`config.mk`:
```
export PLATFORM = sky130hd
export DESIGN_NAME = fcs_cmd_fsm
export DESIGN_NICKNAME = d
export VERILOG_FILES = /design/src/hdl/fcs_pkg.sv /design/src/hdl/fcs_busy_timer.sv /design/src/hdl/fcs_cmd_fsm.sv
export SDC_FILE = /design/constraint.sdc
export NUM_CORES = 1
export LEC_CHECK = 0
export BUFFER_PORTS_ARGS = -buffer_cell sky130_fd_sc_hd__buf_2
export CORE_ASPECT_RATIO = 2
export CORE_MARGIN = 2
export CORE_UTILIZATION = 60
export CTS_CLUSTER_SIZE = 28
export DETAILED_ROUTE_END_ITERATION = 16
export MAX_ROUTING_LAYER = met4
export PLACE_DENSITY = 0.85
export SLEW_MARGIN = 25
export SYNTH_ARGS = -nofsm -noshare
export SYNTH_HDL_FRONTEND = slang
export SYNTH_HIERARCHICAL = 1
export SYNTH_SLANG_ARGS = --single-unit
```
`constraint.sdc`:
```
create_clock -name sys_clk -period 8.09 [get_ports sys_clk]
set_input_delay 0.809 -clock sys_clk [delete_from_list [all_inputs] [get_ports sys_clk]]
set_output_delay 0.809 -clock sys_clk [all_outputs]
set_load 0.01 [all_outputs]
```
`src/hdl/fcs_pkg.sv`:
```
/*
  Package for the flash command state machine: command codes, per-bank
  state encoding, status bit positions and reset values.
  Assumes a single synchronous clock domain and no software registers.
*/
package fcs_pkg;

  // ==========================================================
  // Command codes
  localparam logic [7:0] CMD_READ_ARRAY   = 8'hFF;
  localparam logic [7:0] CMD_PROG_SETUP_A = 8'h10;
  localparam logic [7:0] CMD_PROG_SETUP_B = 8'h40;
  localparam logic [7:0] CMD_BUF_PROG     = 8'hE8;
  localparam logic [7:0] CMD_ERASE_SETUP  = 8'h20;
  localparam logic [7:0] CMD_BUFFERED_FACTORY_PROGRAM_SETUP   = 8'h80;
  localparam logic [7:0] CMD_BLANK_SETUP  = 8'hBC;
  localparam logic [7:0] CMD_CONFIRM      = 8'hD0;
  localparam logic [7:0] CMD_BLANK_CONF   = 8'hCB;
  localparam logic [7:0] CMD_SUSPEND      = 8'hB0;
  localparam logic [7:0] CMD_READ_STATUS  = 8'h70;
  localparam logic [7:0] CMD_CLEAR_STATUS = 8'h50;
  localparam logic [7:0] CMD_READ_SIG     = 8'h90;
  localparam logic [7:0] CMD_READ_CFI     = 8'h98;
  localparam logic [7:0] CMD_LOCK_SETUP   = 8'h60;

  // ==========================================================
  // Status bits
  localparam int STATUS_LOWEST_BIT = 0;
  localparam int STATUS_LOCK_ERR   = 1;
  localparam int STATUS_PROG_ERR   = 4;
  localparam int STATUS_ERASE_ERR  = 5;
  localparam int STATUS_READY_BIT  = 7;
  localparam logic [7:0] STATUS_RESET = 8'h80;
  localparam logic [7:0] STATUS_ERR_MASK = 8'h3A;

  // ==========================================================
  // Bank states
  typedef enum logic [3:0] {
    ST_READY        = 4'h0,
    ST_BLANK_SETUP  = 4'h1,
    ST_BLANK_BUSY   = 4'h2,
    ST_BUFFERED_FACTORY_PROGRAM_SETUP   = 4'h3,
    ST_BUFFERED_FACTORY_PROGRAM_BUSY    = 4'h4,
    ST_ES_IDLE      = 4'h5,
    ST_ES_LOCK_SET  = 4'h6,
    ST_ES_BP_LOAD1  = 4'h7,
    ST_ES_BP_LOAD2  = 4'h8,
    ST_ES_BP_CONF   = 4'h9,
    ST_ES_BP_BUSY   = 4'hA,
    ST_ES_BP_SUSP   = 4'hB,
    ST_ES_BP_SUSP_IS = 4'hC
  } fcs_state_t;

  // Read modes
  typedef enum logic [1:0] {
    RD_ARRAY  = 2'h0,
    RD_STATUS = 2'h1,
    RD_SIG    = 2'h2,
    RD_UNDEF  = 2'h3
  } fcs_rdmode_t;

endpackage : fcs_pkg
```
`src/hdl/fcs_busy_timer.sv`:
```
/*
  Operation timer: counts a busy operation down and pulses when done.
  Assumes start is a one-cycle pulse in the sys_clk domain.
*/
`timescale 1ns/1ps
`default_nettype none
module fcs_busy_timer #(
  parameter int CYCLES = 16
) (
  // Clock and reset
  input wire logic sysClk,
  input wire logic rstN,
  // Control
  input wire logic start,
  input wire logic hold,
  output logic done
);
  // The count register is 16 bits wide
  if (CYCLES < 1 || CYCLES > 65535) begin : g_badCycles
    $error("CYCLES must lie between 1 and 65535");
  end

  logic [15:0] count_r;

  // ==========================================================
  // Countdown; hold freezes it while suspended
  always_ff @(posedge sysClk or negedge rstN) begin
    if (!rstN) begin
      count_r <= 16'h0000;
      done <= 1'b0;
    end else begin
      done <= 1'b0;
      if (start) begin
        count_r <= 16'(CYCLES);
      end else if (count_r != 16'h0000 && !hold) begin
        count_r <= count_r - 16'h0001;
        if (count_r == 16'h0001) begin
          done <= 1'b1;
        end
      end
    end
  end
endmodule : fcs_busy_timer
`default_nettype wire

```
`src/hdl/fcs_cmd_fsm.sv`:
```
/*
  Command interface state machine for one bank: blank check, buffered
  factory program, and buffer program within erase suspend.
  Assumes command writes arrive as one-cycle strobes synchronous to sys_clk
  and that the host keeps both cycles of a command in one bank.
*/
`timescale 1ns/1ps
`default_nettype none
// Function
// RL1: Power-up leaves every bank reading the array
// RL2: Array read on busy bank gives undefined data
// RL3: Host keeps both command cycles in one bank
// RL4: Controller active: two-cycle commands are ignored
// RL5: Status clear skipped while busy or suspended
// RL6: Factory program starts only if lowest bit clear
// RL7: Factory busy: writes are data until first address
// RL8: Buffer program fails on differing block address
// RL9: Setup states: confirm proceeds, else ready with error
module fcs_cmd_fsm
  import fcs_pkg::*;
#(
  parameter int ADDR_W = 23,
  parameter int BLK_LSB = 16,
  parameter int OP_CYCLES = 16
) (
  // Clock and reset
  input wire logic sys_clk,
  input wire logic rst_n,
  // Command write port
  input wire logic cmdWr,
  input wire logic [7:0] cmdData,
  input wire logic [ADDR_W-1:0] cmdAddr,
  // Erase suspend entry from the erase logic outside this block
  input wire logic eraseSuspended,
  // Outputs
  output fcs_state_t bankState_r,
  output fcs_rdmode_t readMode_r,
  output logic [7:0] status_r,
  output logic progPulse_r,
  output logic [15:0] progData_r,
  output logic [ADDR_W-1:0] progAddr_r
);
  if (BLK_LSB >= ADDR_W) begin : g_badBlk
    $error("BLK_LSB must lie inside the address");
  end

  logic rstMeta_r, rstSync_r;
  fcs_state_t state_nxt;
  logic [ADDR_W-BLK_LSB-1:0] firstBlk_r;
  logic [ADDR_W-1:0] befpAddr_r;
  logic timerStart, timerDone, busyState, twoCycleCmd, blkMismatch, esState;

  function automatic logic [ADDR_W-BLK_LSB-1:0] blockOf(input logic [ADDR_W-1:0] a);
    return a[ADDR_W-1:BLK_LSB];
  endfunction : blockOf

  // ==========================================================
  // Reset release through two flops
  always_ff @(posedge sys_clk or negedge rst_n) begin
    if (!rst_n) begin
      rstMeta_r <= 1'b0;
      rstSync_r <= 1'b0;
    end else begin
      rstMeta_r <= 1'b1;
      rstSync_r <= rstMeta_r;
    end
  end

  // ==========================================================
  // Decode
  assign busyState = (bankState_r == ST_BLANK_BUSY) || (bankState_r == ST_BUFFERED_FACTORY_PROGRAM_BUSY) ||
                     (bankState_r == ST_ES_BP_BUSY);
  assign twoCycleCmd = (cmdData == CMD_PROG_SETUP_A) || (cmdData == CMD_PROG_SETUP_B) ||
                       (cmdData == CMD_ERASE_SETUP) || (cmdData == CMD_BUFFERED_FACTORY_PROGRAM_SETUP) ||
                       (cmdData == CMD_BLANK_SETUP) || (cmdData == CMD_LOCK_SETUP);
  assign blkMismatch = blockOf(cmdAddr) != firstBlk_r;
  assign esState = bankState_r inside {ST_ES_IDLE, ST_ES_LOCK_SET, ST_ES_BP_LOAD1,
                                       ST_ES_BP_LOAD2, ST_ES_BP_CONF, ST_ES_BP_BUSY,
                                       ST_ES_BP_SUSP, ST_ES_BP_SUSP_IS};
  // Resume from suspend must not reload the count, or suspend would lengthen the job
  assign timerStart = cmdWr && (state_nxt != bankState_r) &&
                      ((state_nxt == ST_BLANK_BUSY) ||
                       (state_nxt == ST_ES_BP_BUSY && bankState_r == ST_ES_BP_CONF));

  // ==========================================================
  // Next state
  always_comb begin
    state_nxt = bankState_r;
    if (timerDone && bankState_r == ST_BLANK_BUSY) begin
      state_nxt = ST_READY;
    end else if (timerDone && bankState_r == ST_ES_BP_BUSY) begin
      state_nxt = ST_ES_IDLE;
    end else if (cmdWr) begin
      case (bankState_r)
        ST_READY: begin
          if (cmdData == CMD_BLANK_SETUP) state_nxt = ST_BLANK_SETUP;
          else if (cmdData == CMD_BUFFERED_FACTORY_PROGRAM_SETUP) state_nxt = ST_BUFFERED_FACTORY_PROGRAM_SETUP;
          else if (eraseSuspended) state_nxt = ST_ES_IDLE;
        end
        ST_BLANK_SETUP: begin
          state_nxt = (cmdData == CMD_BLANK_CONF) ? ST_BLANK_BUSY : ST_READY; // RL9
        end
        ST_BLANK_BUSY: state_nxt = ST_BLANK_BUSY; // RL4
        ST_BUFFERED_FACTORY_PROGRAM_SETUP: begin
          if (cmdData == CMD_CONFIRM && !status_r[STATUS_LOWEST_BIT]) begin // RL6
            state_nxt = ST_BUFFERED_FACTORY_PROGRAM_BUSY; // RL9
          end else begin
            state_nxt = ST_READY; // RL9
          end
        end
        ST_BUFFERED_FACTORY_PROGRAM_BUSY: begin
          if (cmdAddr == befpAddr_r) state_nxt = ST_READY; // RL7
        end
        ST_ES_IDLE: begin
          if (cmdData == CMD_BUF_PROG) state_nxt = ST_ES_BP_LOAD1;
          else if (cmdData == CMD_LOCK_SETUP) state_nxt = ST_ES_LOCK_SET;
          else if (cmdData == CMD_CONFIRM) state_nxt = ST_READY;
        end
        ST_ES_LOCK_SET: state_nxt = ST_ES_IDLE;
        ST_ES_BP_LOAD1: state_nxt = ST_ES_BP_LOAD2;
        ST_ES_BP_LOAD2: state_nxt = ST_ES_BP_CONF;
        ST_ES_BP_CONF: begin
          state_nxt = (cmdData == CMD_CONFIRM) ? ST_ES_BP_BUSY : ST_ES_IDLE;
        end
        ST_ES_BP_BUSY: begin
          if (cmdData == CMD_SUSPEND) state_nxt = ST_ES_BP_SUSP;
        end
        ST_ES_BP_SUSP: begin
          if (cmdData == CMD_CONFIRM) state_nxt = ST_ES_BP_BUSY;
          else if (twoCycleCmd) state_nxt = ST_ES_BP_SUSP_IS; // RL4
        end
        ST_ES_BP_SUSP_IS: state_nxt = ST_ES_BP_SUSP; // RL4
        default: state_nxt = ST_READY;
      endcase
    end
  end

  // ==========================================================
  // State register; ready after reset means array reads
  always_ff @(posedge sys_clk or negedge rstSync_r) begin
    if (!rstSync_r) begin
      bankState_r <= ST_READY; // RL1
    end else begin
      bankState_r <= state_nxt; // RL4
    end
  end

  // ==========================================================
  // Read mode
  always_ff @(posedge sys_clk or negedge rstSync_r) begin
    if (!rstSync_r) begin
      readMode_r <= RD_ARRAY; // RL1
    end else if (cmdWr && bankState_r != ST_BUFFERED_FACTORY_PROGRAM_BUSY) begin
      if (cmdData == CMD_READ_ARRAY) begin
        // Busy banks have no meaningful array data to offer
        readMode_r <= busyState ? RD_UNDEF : RD_ARRAY; // RL2
      end else if (cmdData == CMD_READ_SIG || cmdData == CMD_READ_CFI) begin
        readMode_r <= RD_SIG;
      end else begin
        readMode_r <= RD_STATUS;
      end
    end else if (timerDone && readMode_r == RD_UNDEF) begin
      readMode_r <= RD_ARRAY;
    end
  end

  // ==========================================================
  // Address capture for sequence checks
  always_ff @(posedge sys_clk or negedge rstSync_r) begin
    if (!rstSync_r) begin
      firstBlk_r <= '0;
      befpAddr_r <= '0;
    end else if (cmdWr) begin
      if (bankState_r == ST_ES_IDLE && cmdData == CMD_BUF_PROG) firstBlk_r <= blockOf(cmdAddr);
      if (bankState_r == ST_BUFFERED_FACTORY_PROGRAM_SETUP) befpAddr_r <= cmdAddr;
    end
  end

  // ==========================================================
  // Status bits; hardware set wins over a clear in the same cycle
  always_ff @(posedge sys_clk or negedge rstSync_r) begin
    if (!rstSync_r) begin
      status_r <= STATUS_RESET;
    end else begin
      status_r[STATUS_READY_BIT] <= !busyState;
      // Any erase suspend counts as suspended, so errors survive a clear there
      if (cmdWr && cmdData == CMD_CLEAR_STATUS && !busyState && !esState &&
          !eraseSuspended && bankState_r != ST_BUFFERED_FACTORY_PROGRAM_BUSY) begin
        status_r <= (status_r & ~STATUS_ERR_MASK) | 8'h80; // RL5
      end
      // Lowest bit flags an operation held elsewhere; factory program needs it clear
      status_r[STATUS_LOWEST_BIT] <= eraseSuspended; // RL6
      if (cmdWr && (bankState_r == ST_BLANK_SETUP) && cmdData != CMD_BLANK_CONF) begin
        status_r[STATUS_ERASE_ERR] <= 1'b1; // RL9
      end
      if (cmdWr && bankState_r == ST_BUFFERED_FACTORY_PROGRAM_SETUP &&
          (cmdData != CMD_CONFIRM || status_r[STATUS_LOWEST_BIT])) begin
        status_r[STATUS_PROG_ERR] <= 1'b1; // RL6
      end
      if (cmdWr && bankState_r == ST_ES_LOCK_SET) begin
        status_r[STATUS_LOCK_ERR] <= 1'b1;
      end
      if (cmdWr && (bankState_r == ST_ES_BP_LOAD2 || bankState_r == ST_ES_BP_CONF) &&
          blkMismatch) begin
        status_r[STATUS_PROG_ERR] <= 1'b1; // RL8
      end
      if (cmdWr && bankState_r == ST_ES_BP_CONF && cmdData != CMD_CONFIRM) begin
        status_r[STATUS_PROG_ERR] <= 1'b1;
      end
    end
  end

  // ==========================================================
  // Program data path; factory busy treats every write away from the first address as data
  always_ff @(posedge sys_clk or negedge rstSync_r) begin
    if (!rstSync_r) begin
      progPulse_r <= 1'b0;
      progData_r <= 16'h0000;
      progAddr_r <= '0;
    end else begin
      progPulse_r <= cmdWr && (bankState_r == ST_BUFFERED_FACTORY_PROGRAM_BUSY) && (cmdAddr != befpAddr_r); // RL7
      if (cmdWr) begin
        progData_r <= {8'h00, cmdData};
        progAddr_r <= cmdAddr;
      end
    end
  end

  // ==========================================================
  // Busy timing; holds while the buffer program is suspended
  fcs_busy_timer #(
    .CYCLES(OP_CYCLES)
  ) u_timer (
    .sysClk(sys_clk),
    .rstN(rstSync_r),
    .start(timerStart),
    .hold(bankState_r == ST_ES_BP_SUSP || bankState_r == ST_ES_BP_SUSP_IS),
    .done(timerDone)
  );
endmodule : fcs_cmd_fsm
`default_nettype wire

```
Word level (Yosys, flattened, before mapping)

Cells that the tools add are included.

Output and inout bits: 54
Word-level logic and storage cells: 139
Register bits after elaboration: 92
Bits of input ports: 35

Reduce and logical (&&, ||, !) cells: 53
$add $sub $neg: 1
Eq/ne operators: 37
Mux-type cells: 33

Operators by type and width:

| cell                                                | count |
|---|---|
| == test 8 bit (second input constant)               | 9 |
| 2-to-1 mux 4 bit                                    | 14 |
| one-hot mux 4 bit (13 select lines)                 | 1 |
| 2-to-1 mux 16 bit                                   | 2 |
| logical AND 1 bit                                   | 26 |
| == test 4 bit (second input constant)               | 6 |
| == test 8 x 7 -> 1 bit (second input constant)      | 3 |
| == test 23 bit                                      | 1 |
| inequality test 23 bit                              | 1 |
| == test 16 x 1 -> 1 bit (second input constant)     | 1 |
| == test 4 x 3 -> 1 bit (second input constant)      | 4 |
| inequality test 8 bit (second input constant)       | 2 |
| nonzero test 16 bit                                 | 1 |
| subtractor 16 x 1 -> 16 bit (second input constant) | 1 |
| == test 4 x 2 -> 1 bit (second input constant)      | 3 |
| logical OR 1 bit                                    | 12 |
| 2-to-1 mux 2 bit                                    | 6 |
| == test 8 x 5 -> 1 bit (second input constant)      | 1 |
| == test 8 x 6 -> 1 bit (second input constant)      | 1 |
| 2-to-1 mux 1 bit                                    | 8 |
| 2-to-1 mux 8 bit                                    | 1 |
| nonzero test 2 bit                                  | 4 |
| nonzero test 8 bit                                  | 1 |
| inequality test 7 bit                               | 1 |
| 9 further kinds                                     | 14 |

Longest topological paths before layout

Gate-level depths: netlist (run 1).

Depth after elaboration: 17
Mapped depth: 12

By module

The synthesis (run 1) kept the hierarchy.

By module, submodules not included:

| module         | times used | sequential area each (um^2) | cells an instance | area each (um^2) |
|---|---|---|---|---|
| fcs_cmd_fsm    | 1          | 1878.1                      | 348               | 3970.1 |
| fcs_busy_timer | 1          | 425.4                       | 102               | 984.7 |

Worst setup path after synthesis (run 1)

No wires, ideal clock.

Kind: input to register
From: input cmdData[3]
To: register u_timer.count_r[15]
Setup slack: 4.842 ns
Arrival time: 3.108 ns
Stages: 11
Library setup time: 0.140 ns
Path through: buf_6 -> or4_4 -> a21oi_4 -> nor2_1 -> a2111oi_4 -> a31oi_1 -> nor4_2 -> clkbuf_1 -> inv_1 -> o311ai_0 -> o41ai_1

Longest elaborated chain between the ends: 17
Elaborated cells on any way between the ends: 40

Ends and longest elaborated chain:

| item                                                             | RTL line             | source |
|---|---|---|
| from (decl)                                                      | fcs_cmd_fsm.sv:31    | `input wire logic [7:0] cmdData,` |
| == test 8 x 5 -> 1 bit or == test 8 x 7 -> 1 bit (tied branches) | fcs_cmd_fsm.sv:73    | `assign twoCycleCmd = (cmdData == CMD_PROG_SETUP_A) \|\| (cmdData == CMD_PROG_SETUP_B) \|\|` |
| logical OR 1 bit (2 in series)                                   | fcs_cmd_fsm.sv:73    |  |
| logical OR 1 bit (2 in series)                                   | fcs_cmd_fsm.sv:74    | `(cmdData == CMD_ERASE_SETUP) \|\| (cmdData == CMD_BUFFERED_FACTORY_PROGRAM_SETUP) \|\|` |
| logical OR 1 bit                                                 | fcs_cmd_fsm.sv:75    | `(cmdData == CMD_BLANK_SETUP) \|\| (cmdData == CMD_LOCK_SETUP);` |
| 2-to-1 mux 4 bit                                                 | fcs_cmd_fsm.sv:130   | `else if (twoCycleCmd) state_nxt = ST_ES_BP_SUSP_IS;` |
| 2-to-1 mux 4 bit                                                 | fcs_cmd_fsm.sv:129   | `if (cmdData == CMD_CONFIRM) state_nxt = ST_ES_BP_BUSY;` |
| one-hot mux 4 bit (13 select lines) (*)                          | fcs_cmd_fsm.sv:94    | `case (bankState_r)` |
| 2-to-1 mux 4 bit (*)                                             | fcs_cmd_fsm.sv:93    | `end else if (cmdWr) begin` |
| 2-to-1 mux 4 bit (*)                                             | fcs_cmd_fsm.sv:91    | `end else if (timerDone && bankState_r == ST_ES_BP_BUSY) begin` |
| 2-to-1 mux 4 bit (*)                                             | fcs_cmd_fsm.sv:89    | `if (timerDone && bankState_r == ST_BLANK_BUSY) begin` |
| via state_nxt[2]                                                 | fcs_cmd_fsm.sv:48    | `fcs_state_t state_nxt;` |
| == test 4 bit                                                    | fcs_cmd_fsm.sv:83    | `(state_nxt == ST_ES_BP_BUSY && bankState_r == ST_ES_BP_CONF));` |
| logical AND 1 bit                                                | fcs_cmd_fsm.sv:83    |  |
| logical OR 1 bit                                                 | fcs_cmd_fsm.sv:82    | `((state_nxt == ST_BLANK_BUSY) \|\|` |
| logical AND 1 bit (*)                                            | fcs_cmd_fsm.sv:81    | `assign timerStart = cmdWr && (state_nxt != bankState_r) &&` |
| via timerStart                                                   | fcs_cmd_fsm.sv:51    | `logic timerStart, timerDone, busyState, twoCycleCmd, blkMismatch, esState;` |
| 2-to-1 mux 16 bit or nonzero test 2 bit (tied branches)          | n/a                  |  |
| to (signal assigned)                                             | fcs_busy_timer.sv:34 | `count_r <= 16'(CYCLES);` |
| to (signal assigned)                                             | fcs_busy_timer.sv:36 | `count_r <= count_r - 16'h0001;` |
| to (decl)                                                        | fcs_busy_timer.sv:23 | `logic [15:0] count_r;` |

Mark *: on every way through the listed nets, which the timed path passes. The rest lies on a longest branch.
A chain may end at the register's enable or synchronous reset.

Worst setup path after layout (run 1)

From: register bankState_r[0]
To: register u_timer.count_r[15]

Elaborated cells on any way between the ends: 41

RTL lines:

| item                                                    | RTL line           | source |
|---|---|---|
| from (decl)                                             | fcs_cmd_fsm.sv:36  | `output fcs_state_t bankState_r,` |
| from (signal assigned)                                  | fcs_cmd_fsm.sv:144 | `bankState_r <= state_nxt;` |
| == test 4 bit (tied with other cells)                   | fcs_cmd_fsm.sv:94  |  |
| one-hot mux 4 bit (13 select lines)                     | fcs_cmd_fsm.sv:94  |  |
| 2-to-1 mux 4 bit                                        | fcs_cmd_fsm.sv:93  |  |
| 2-to-1 mux 4 bit                                        | fcs_cmd_fsm.sv:91  |  |
| 2-to-1 mux 4 bit (*)                                    | fcs_cmd_fsm.sv:89  |  |
| via state_nxt[2]                                        | fcs_cmd_fsm.sv:48  |  |
| == test 4 bit                                           | fcs_cmd_fsm.sv:83  |  |
| logical AND 1 bit                                       | fcs_cmd_fsm.sv:83  |  |
| logical OR 1 bit                                        | fcs_cmd_fsm.sv:82  |  |
| logical AND 1 bit (*)                                   | fcs_cmd_fsm.sv:81  |  |
| via timerStart                                          | fcs_cmd_fsm.sv:51  |  |
| 2-to-1 mux 16 bit or nonzero test 2 bit (tied branches) | n/a                |  |

Marked as above.

==> results of run 1 <==
-- placed cells by master (no fill, tap or decap), types with 3 or more instances in the layout --
cell	instances
a2111oi_0	3
a211oi_1	3
a21oi_1	18
a31oi_1	5
buf_2	77
clkbuf_16	9
conb_1	12
dfrtp_1	90
inv_1	10
mux2_2	66
nand2_1	21
nand2b_1	9
nand3_1	13
nand4_1	10
nor2_1	29
nor2b_1	13
nor3_1	7
nor4_1	8
nor4b_1	3
o21ai_0	13
o31ai_1	5
or4_1	3
or4_2	3
xnor2_1	13
xor2_1	19
-- cell usage after synthesis, types with 2 or more instances --
cell type,n,share of area [%]
a2111oi_0,3,0.53
a2111oi_4,2,1.1
a211oi_1,3,0.45
a21oi_1,18,1.8
a31o_2,2,0.35
a31oi_1,5,0.63
buf_1,5,0.38
buf_2,3,0.30
buf_4,11,1.7
clkbuf_1,14,1.1
conb_1,2,0.15
dfrtp_1,91,46
ha_1,2,0.50
inv_1,10,0.76
mux2_2,66,15
mux2i_1,2,0.40
nand2_1,21,1.6
nand2b_1,9,1.1
nand3_1,13,1.3
nand4_1,10,1.3
nor2_1,29,2.2
nor2b_1,13,1.6
nor3_1,7,0.71
nor4_1,8,1.0
nor4_4,2,0.86
nor4b_1,3,0.53
o21ai_0,13,1.3
o22ai_1,2,0.25
o311ai_0,2,0.35
o31ai_1,5,0.76
or3_2,2,0.30
or4_1,3,0.45
or4_2,3,0.53
xnor2_1,13,2.3
xor2_1,19,3.4
-- worst reg2reg max path, stage by stage (launching register included) --
cell       delay [ns]
dfrtp_1          0.77
nand2b_1         0.34
nor2_1           0.18
a31o_1           0.28
a2111oi_4        0.36
a31oi_1          0.20
nor4_2           0.33
buf_4            0.30
inv_1            0.14
o311ai_0         0.12
o41ai_1          0.15
-- through the flow --
stage | power, mW | setup slack [ns]
2_1_floorplan | 1.189 | 4.842
3_3_place_gp | 1.325 | 4.684
3_5_place_dp | 1.367 | 4.558
4_1_cts | 1.769 | 4.902
5_1_grt | 1.875 | 4.594
6_report | 1.772 | 4.797
-- layout make-up --
type / instances / share of cell area, %
Clock buffer: 10 / 4.060
Clock inverter: 6 / 0.8209
Inverter: 10 / 0.6656
Multi-Input combinational cell: 324 / 43.82
Sequential cell: 92 / 40.91
Tap cell: 96 / 2.130
Timing Repair Buffer: 80 / 7.588
-- sequential cells by signal, summed over array words and instances, names as in the netlist --
signal	count
readMode_r	2
progData_r	8
rstMeta_r	1
firstBlk_r	7
befpAddr_r	23
bankState_r	4
progPulse_r	1
u_timer/done	1
status_r	5
progAddr_r	23
rstSync_r	1
u_timer/count_r	16
-- path summary, 6_finish.rpt --
check / end / slack (ns)
setup / recovery: u_timer/count_r[15] / 4.80
hold / removal: rstSync_r / 0.24
setup reg to reg: u_timer/count_r[15] / 4.80
hold reg to reg: u_timer/count_r[10] / 0.29
max in group asynchronous: status_r[7] / 7.12
min in group sys_clk: rstSync_r / 0.36
-- report_power, final --
part	switching, mW	internal, mW
Clock	0.187	0.212
Combinational	0.345	0.292
Sequential	0.147	0.590
Total	0.679	1.09
-- logic make-up (layout without fill, tap and decap cells) --
kind of cell	Yosys count	in the layout	synth area share (%)
xor+xnor	32	32	5.657
other cells	2	12	0.1516
buf+inv	44	106	4.394
mux	68	68	15.40
fa+ha+maj	2	2	0.5050
flops	92	92	46.49
compound gates	72	72	10.78
simple gates	138	138	16.62
-- routing by layer --
| layer | up-vias | global-route usage, % |
|---|---|---|
| met5 | - | - |
| met4 | 0 | 16.00 |
| met3 | 60 | 6.293 |
| met2 | 166 | 48.00 |
| met1 | 1911 | 32.26 |
| li1 | 1753 | - |
==> qor.txt, run 1 <==
Filler Cell Count: 598
Post-DR vias/cell: 6.294
Uppermost layer routed: met4
Wire per inst: 18.94 um
Leakage: 2.500 nW
Multi-input gate area: 2471 um2
CP delay by family, top: compound AO/OA/AOI/OAI gates
Rows: 46
Type of origin of the critical path: flop
Unrepaired setup endpoints after global routing: no
Worst Hold Class: in2async
Fin crit share: 40.71%
CTS Sinks: 92
Dpl hpwl: 8394 um
Crit path DAT: 3.51 ns
Post-synthesis sequential area ratio: 46.49%
Number of distinct library cells after synthesis: 69
CTS tree: yes
WL met2: 6411 um
Max-cap viol count: 0
Yosys Warn Count: 6
WL met1: 4176 um
GP Congestion: 1.034
Yosys reg bits: 92
Final std cells w/o fill: 618
Post-CTS Resized: 0
Final hold vios: 0
Die H: 132.5 um
CP max FO: 24
Worst slew pin tran: 0.9774 ns
Slew Viols, Final: 0
1st-iter DRT viols: 498
# diodes: 0
GRT Util Overall: 29.44%
Setup_tns: 0 ns
Fraction of registers with async set/reset: 100.0%
Placed Cells: 602
Pin count of the biggest net entering global routing: 58
FF/Latch Area: 2307 um2
CORE AREA: 8000 um2
Slowest cell on crit path: dfrtp_1
Final Core Density: 70.49%
Worst Skew: 0.01170 ns
CP endpoint kind: flop
Worst rel slew slack: 34.84%
Status: completed
Max VDD drop: 0.2246 mV
DR vias: 3,890
Fraction of layout cells with a size suffix above 1: 35.06%
Peak per-stage delay on the critical path: 0.77 ns
Reg2Reg Depth: 10
H-tree depth: 3
Final hold slack: 0.2367 ns
Clock Latency Late Sink: 0.35 ns
Global route total overflow: 0
CTS max path bufs: 2
Post-Syn Area: 4955 um2
Post-CTS setup buffer count: 0
Antenna violations before repair: 0
Gate Count Post-Synth: 450
Worst path depth: 10
IO buf count: 77
Area after DPL: 5364 um2
DIE WIDTH: 68.26 um
CP cell instances: nand2b_1 -> nor2_1 -> a31o_1 -> a2111oi_4 -> a31oi_1 -> nor4_2 -> buf_4 -> inv_1 -> o311ai_0 -> o41ai_1
Ys flop type: dfrtp_1
Critical path origin: bankState_r[0]
P per Cell Area: 314.3 nW/um2
DRT Wirelength: 11,700 um
# nets final: 554
Initial core utilization: 61.93%
DR WL met3: 531 um
First-pass GRT wire length: 19,250 um
Die ar.: 9044 um2
Fmax: 303.6 MHz
Layout area overhead: 13.81%
EDFF count, synth: 0
Setup CP Type: reg2reg
Number of global-route vias before repair: 3,840
Mean Syn Cell Area: 11.01 um2
CTS Buf Count: 9
# IOs: 89
Design Area, Final: 5639 um2
WP data required: 8.30 ns
Worst path bufs/invs: 2
R2r startpoint: bankState_r[0]
Root Buffer: clkbuf_16
# setup viols final: 0
Clk pin slew, worst setup/hold paths: 0.07 ns
Post-route minimum period: 3.293 ns
DR DRC count: 0
Post-CTS Hold Buffers: 0
DRT Pass-1 Iters: 5
Final ANT Viol Nets: 0
Power figures use the tool's default switching activity.
==> inputs of run 2 (changes only) <==
--- a/config.mk
+++ b/config.mk
@@ -8,11 +8,11 @@
 export BUFFER_PORTS_ARGS = -buffer_cell sky130_fd_sc_hd__buf_2
 export CORE_ASPECT_RATIO = 2
 export CORE_MARGIN = 2
-export CORE_UTILIZATION = 60
+export CORE_UTILIZATION = 56
 export CTS_CLUSTER_SIZE = 28
 export DETAILED_ROUTE_END_ITERATION = 16
 export MAX_ROUTING_LAYER = met4
-export PLACE_DENSITY = 0.85
+export PLACE_DENSITY = 0.8
 export SLEW_MARGIN = 25
 export SYNTH_ARGS = -nofsm -noshare
 export SYNTH_HDL_FRONTEND = slang
==> constraint.sdc (replaced) <==
create_clock -name sys_clk -period 3.03 [get_ports sys_clk]
set_input_delay 0.303 -clock sys_clk [delete_from_list [all_inputs] [get_ports sys_clk]]
set_output_delay 0.303 -clock sys_clk [all_outputs]
set_load 0.01 [all_outputs]
==> run 2 against run 1 <==
Effect of this change: register-to-register slack worse by 4.6 ns; sequential power grew to 2.6 times the previous value; via count hardly changed; hold slack worse by 0.081 ns; cell area grew 3.4%; combinational power increased to 2.9 times the previous value; critical endpoint is now u_timer/count_r[1]; highest routed layer unchanged.
==> qor.txt, run 2 (synthesized netlist as in run 1, its figures left out) <==
Layout area overhead: 17.63%
Placed Cells: 624
WL met2: 7086 um
Peak per-stage delay on the critical path: 0.54 ns
WL met1: 4116 um
Biggest regs: befpAddr_r (23), progAddr_r (23), u_timer/count_r (16)
Setup_tns: 0 ns
Final hold slack: 0.1562 ns
GP Congestion: 1.000
Rows: 48
Worst path bufs/invs: 1
CP max FO: 13
Uppermost layer routed: met4
Wire per inst: 19.36 um
CTS Buf Count: 9
# diodes: 0
CORE AREA: 8588 um2
Worst Skew: 0.007737 ns
Type of origin of the critical path: flop
Antenna violations before repair: 0
Die ar.: 9662 um2
Commonest non-fill, non-tap cells in the layout: 90 x dfrtp_1, 77 x buf_2, 66 x mux2_2
DR DRC count: 0
Post-DR vias/cell: 6.066
Fin crit share: 94.34%
Die H: 137.0 um
CTS Sinks: 92
Slew Viols, Final: 0
Commonest non-fill, non-tap cell in the layout: dfrtp_1
Final std cells w/o fill: 641
# nets final: 573
WP data required: 3.31 ns
Slowest cell on crit path: dfrtp_1
Dpl hpwl: 9361 um
GRT Util Overall: 27.49%
Number of global-route vias before repair: 3,930
Fmax: 349.8 MHz
Crit path DAT: 3.14 ns
Worst Hold Class: in2reg
Global route total overflow: 0
Power, Total: 4.995 mW
Clock Latency Late Sink: 0.34 ns
Worst slew pin tran: 0.7481 ns
First-pass GRT wire length: 19,630 um
Filler Cell Count: 648
CTS max path bufs: 2
DRT Pass-1 Iters: 7
H-tree depth: 3
Clk pin slew, worst setup/hold paths: 0.07 ns
P per Cell Area: 857.1 nW/um2
IO buf count: 77
DIE WIDTH: 70.51 um
Status: completed
CP delay by family, top: simple AND/OR/NAND/NOR gates
CP cell instances: and4bb_1 -> nor4b_1 -> nor4_1 -> o211ai_1 -> a31oi_1 -> nor4_2 -> buf_4 -> a2111oi_0 -> a31o_2
Fraction of layout cells with a size suffix above 1: 37.34%
Setup CP Type: reg2reg
# setup viols final: 0
Initial core utilization: 57.69%
CP endpoint kind: flop
Final ANT Viol Nets: 0
Final hold vios: 0
# IOs: 89
Worst rel slew slack: 49.74%
1st-iter DRT viols: 366
DR WL met3: 586 um
Post-route minimum period: 2.859 ns
Final Core Density: 67.86%
DRT Wirelength: 12,410 um
Unrepaired setup endpoints after global routing: no
Root Buffer: clkbuf_16
Max-cap viol count: 0
CTS tree: yes
DR vias: 3,888
Post-CTS Resized: 0
Leakage: 2.613 nW
Max VDD drop: 0.4959 mV
Pin count of the biggest net entering global routing: 53
[run 2: layout make-up]
class	count	area, um2	share of cell area, %
multi-input combinational	324	2471	42.40
sequential	92	2307	39.59
timing repair buffer	99	553.0	9.489
clock buffer	10	239.0	4.100
tap	100	125.1	2.147
clock inverter	6	95.09	1.632
inverter	10	37.54	0.6441
[run 2: worst paths after layout]
kind / startpoint / to / slack (ns) / cells after the start
min in group asynchronous: rst_n / rstSync_r / 0.27 / 2
min reg2reg: rstMeta_r / rstSync_r / 0.36 / 0
max reg2reg: bankState_r[1] / u_timer/count_r[1] / 0.17 / 9
min: eraseSuspended / status_r[0] / 0.16 / 1
max: bankState_r[1] / u_timer/count_r[1] / 0.17 / 9
max in group asynchronous: rstSync_r / status_r[7] / 1.87 / 1
[run 2: power breakdown]
group	internal [mW]	leakage (nW)	total (mW)	switching [mW]
Combinational	0.837	1.33	1.84	1.01
Clock	0.754	0.164	1.25	0.495
Sequential	1.58	1.12	1.90	0.326
Total	3.17	2.61	5.00	1.83
[run 2: layer usage]
metal	global-route usage [%]	up-vias
met5	-	-
met4	14.53	0
met3	4.050	49
met2	50.73	152
met1	27.29	1909
li1	-	1778
[run 2: stage by stage]
step	setup WS [ns]	cell area, um2
5_1_grt	0.08216	5828
6_report	0.1715	5828
2_1_floorplan	0.2794	4992
4_1_cts	0.2816	5828
3_5_place_dp	0.2055	5484
3_3_place_gp	0.2457	5484
[run 2: worst reg2reg max path: stages, from the launching register on]
cell       delay [ns]
dfrtp_1          0.54
and4bb_1         0.50
nor4b_1          0.09
nor4_1           0.38
o211ai_1         0.13
a31oi_1          0.27
nor4_2           0.12
buf_4            0.18
a2111oi_0        0.40
a31o_2           0.17
[run 2: what timing repair did]
action,CTS,global route
setup buffers,0,0
endpoints found under the setup margin,0,0
endpoints found under the hold margin,2,0
hold buffers,1,0
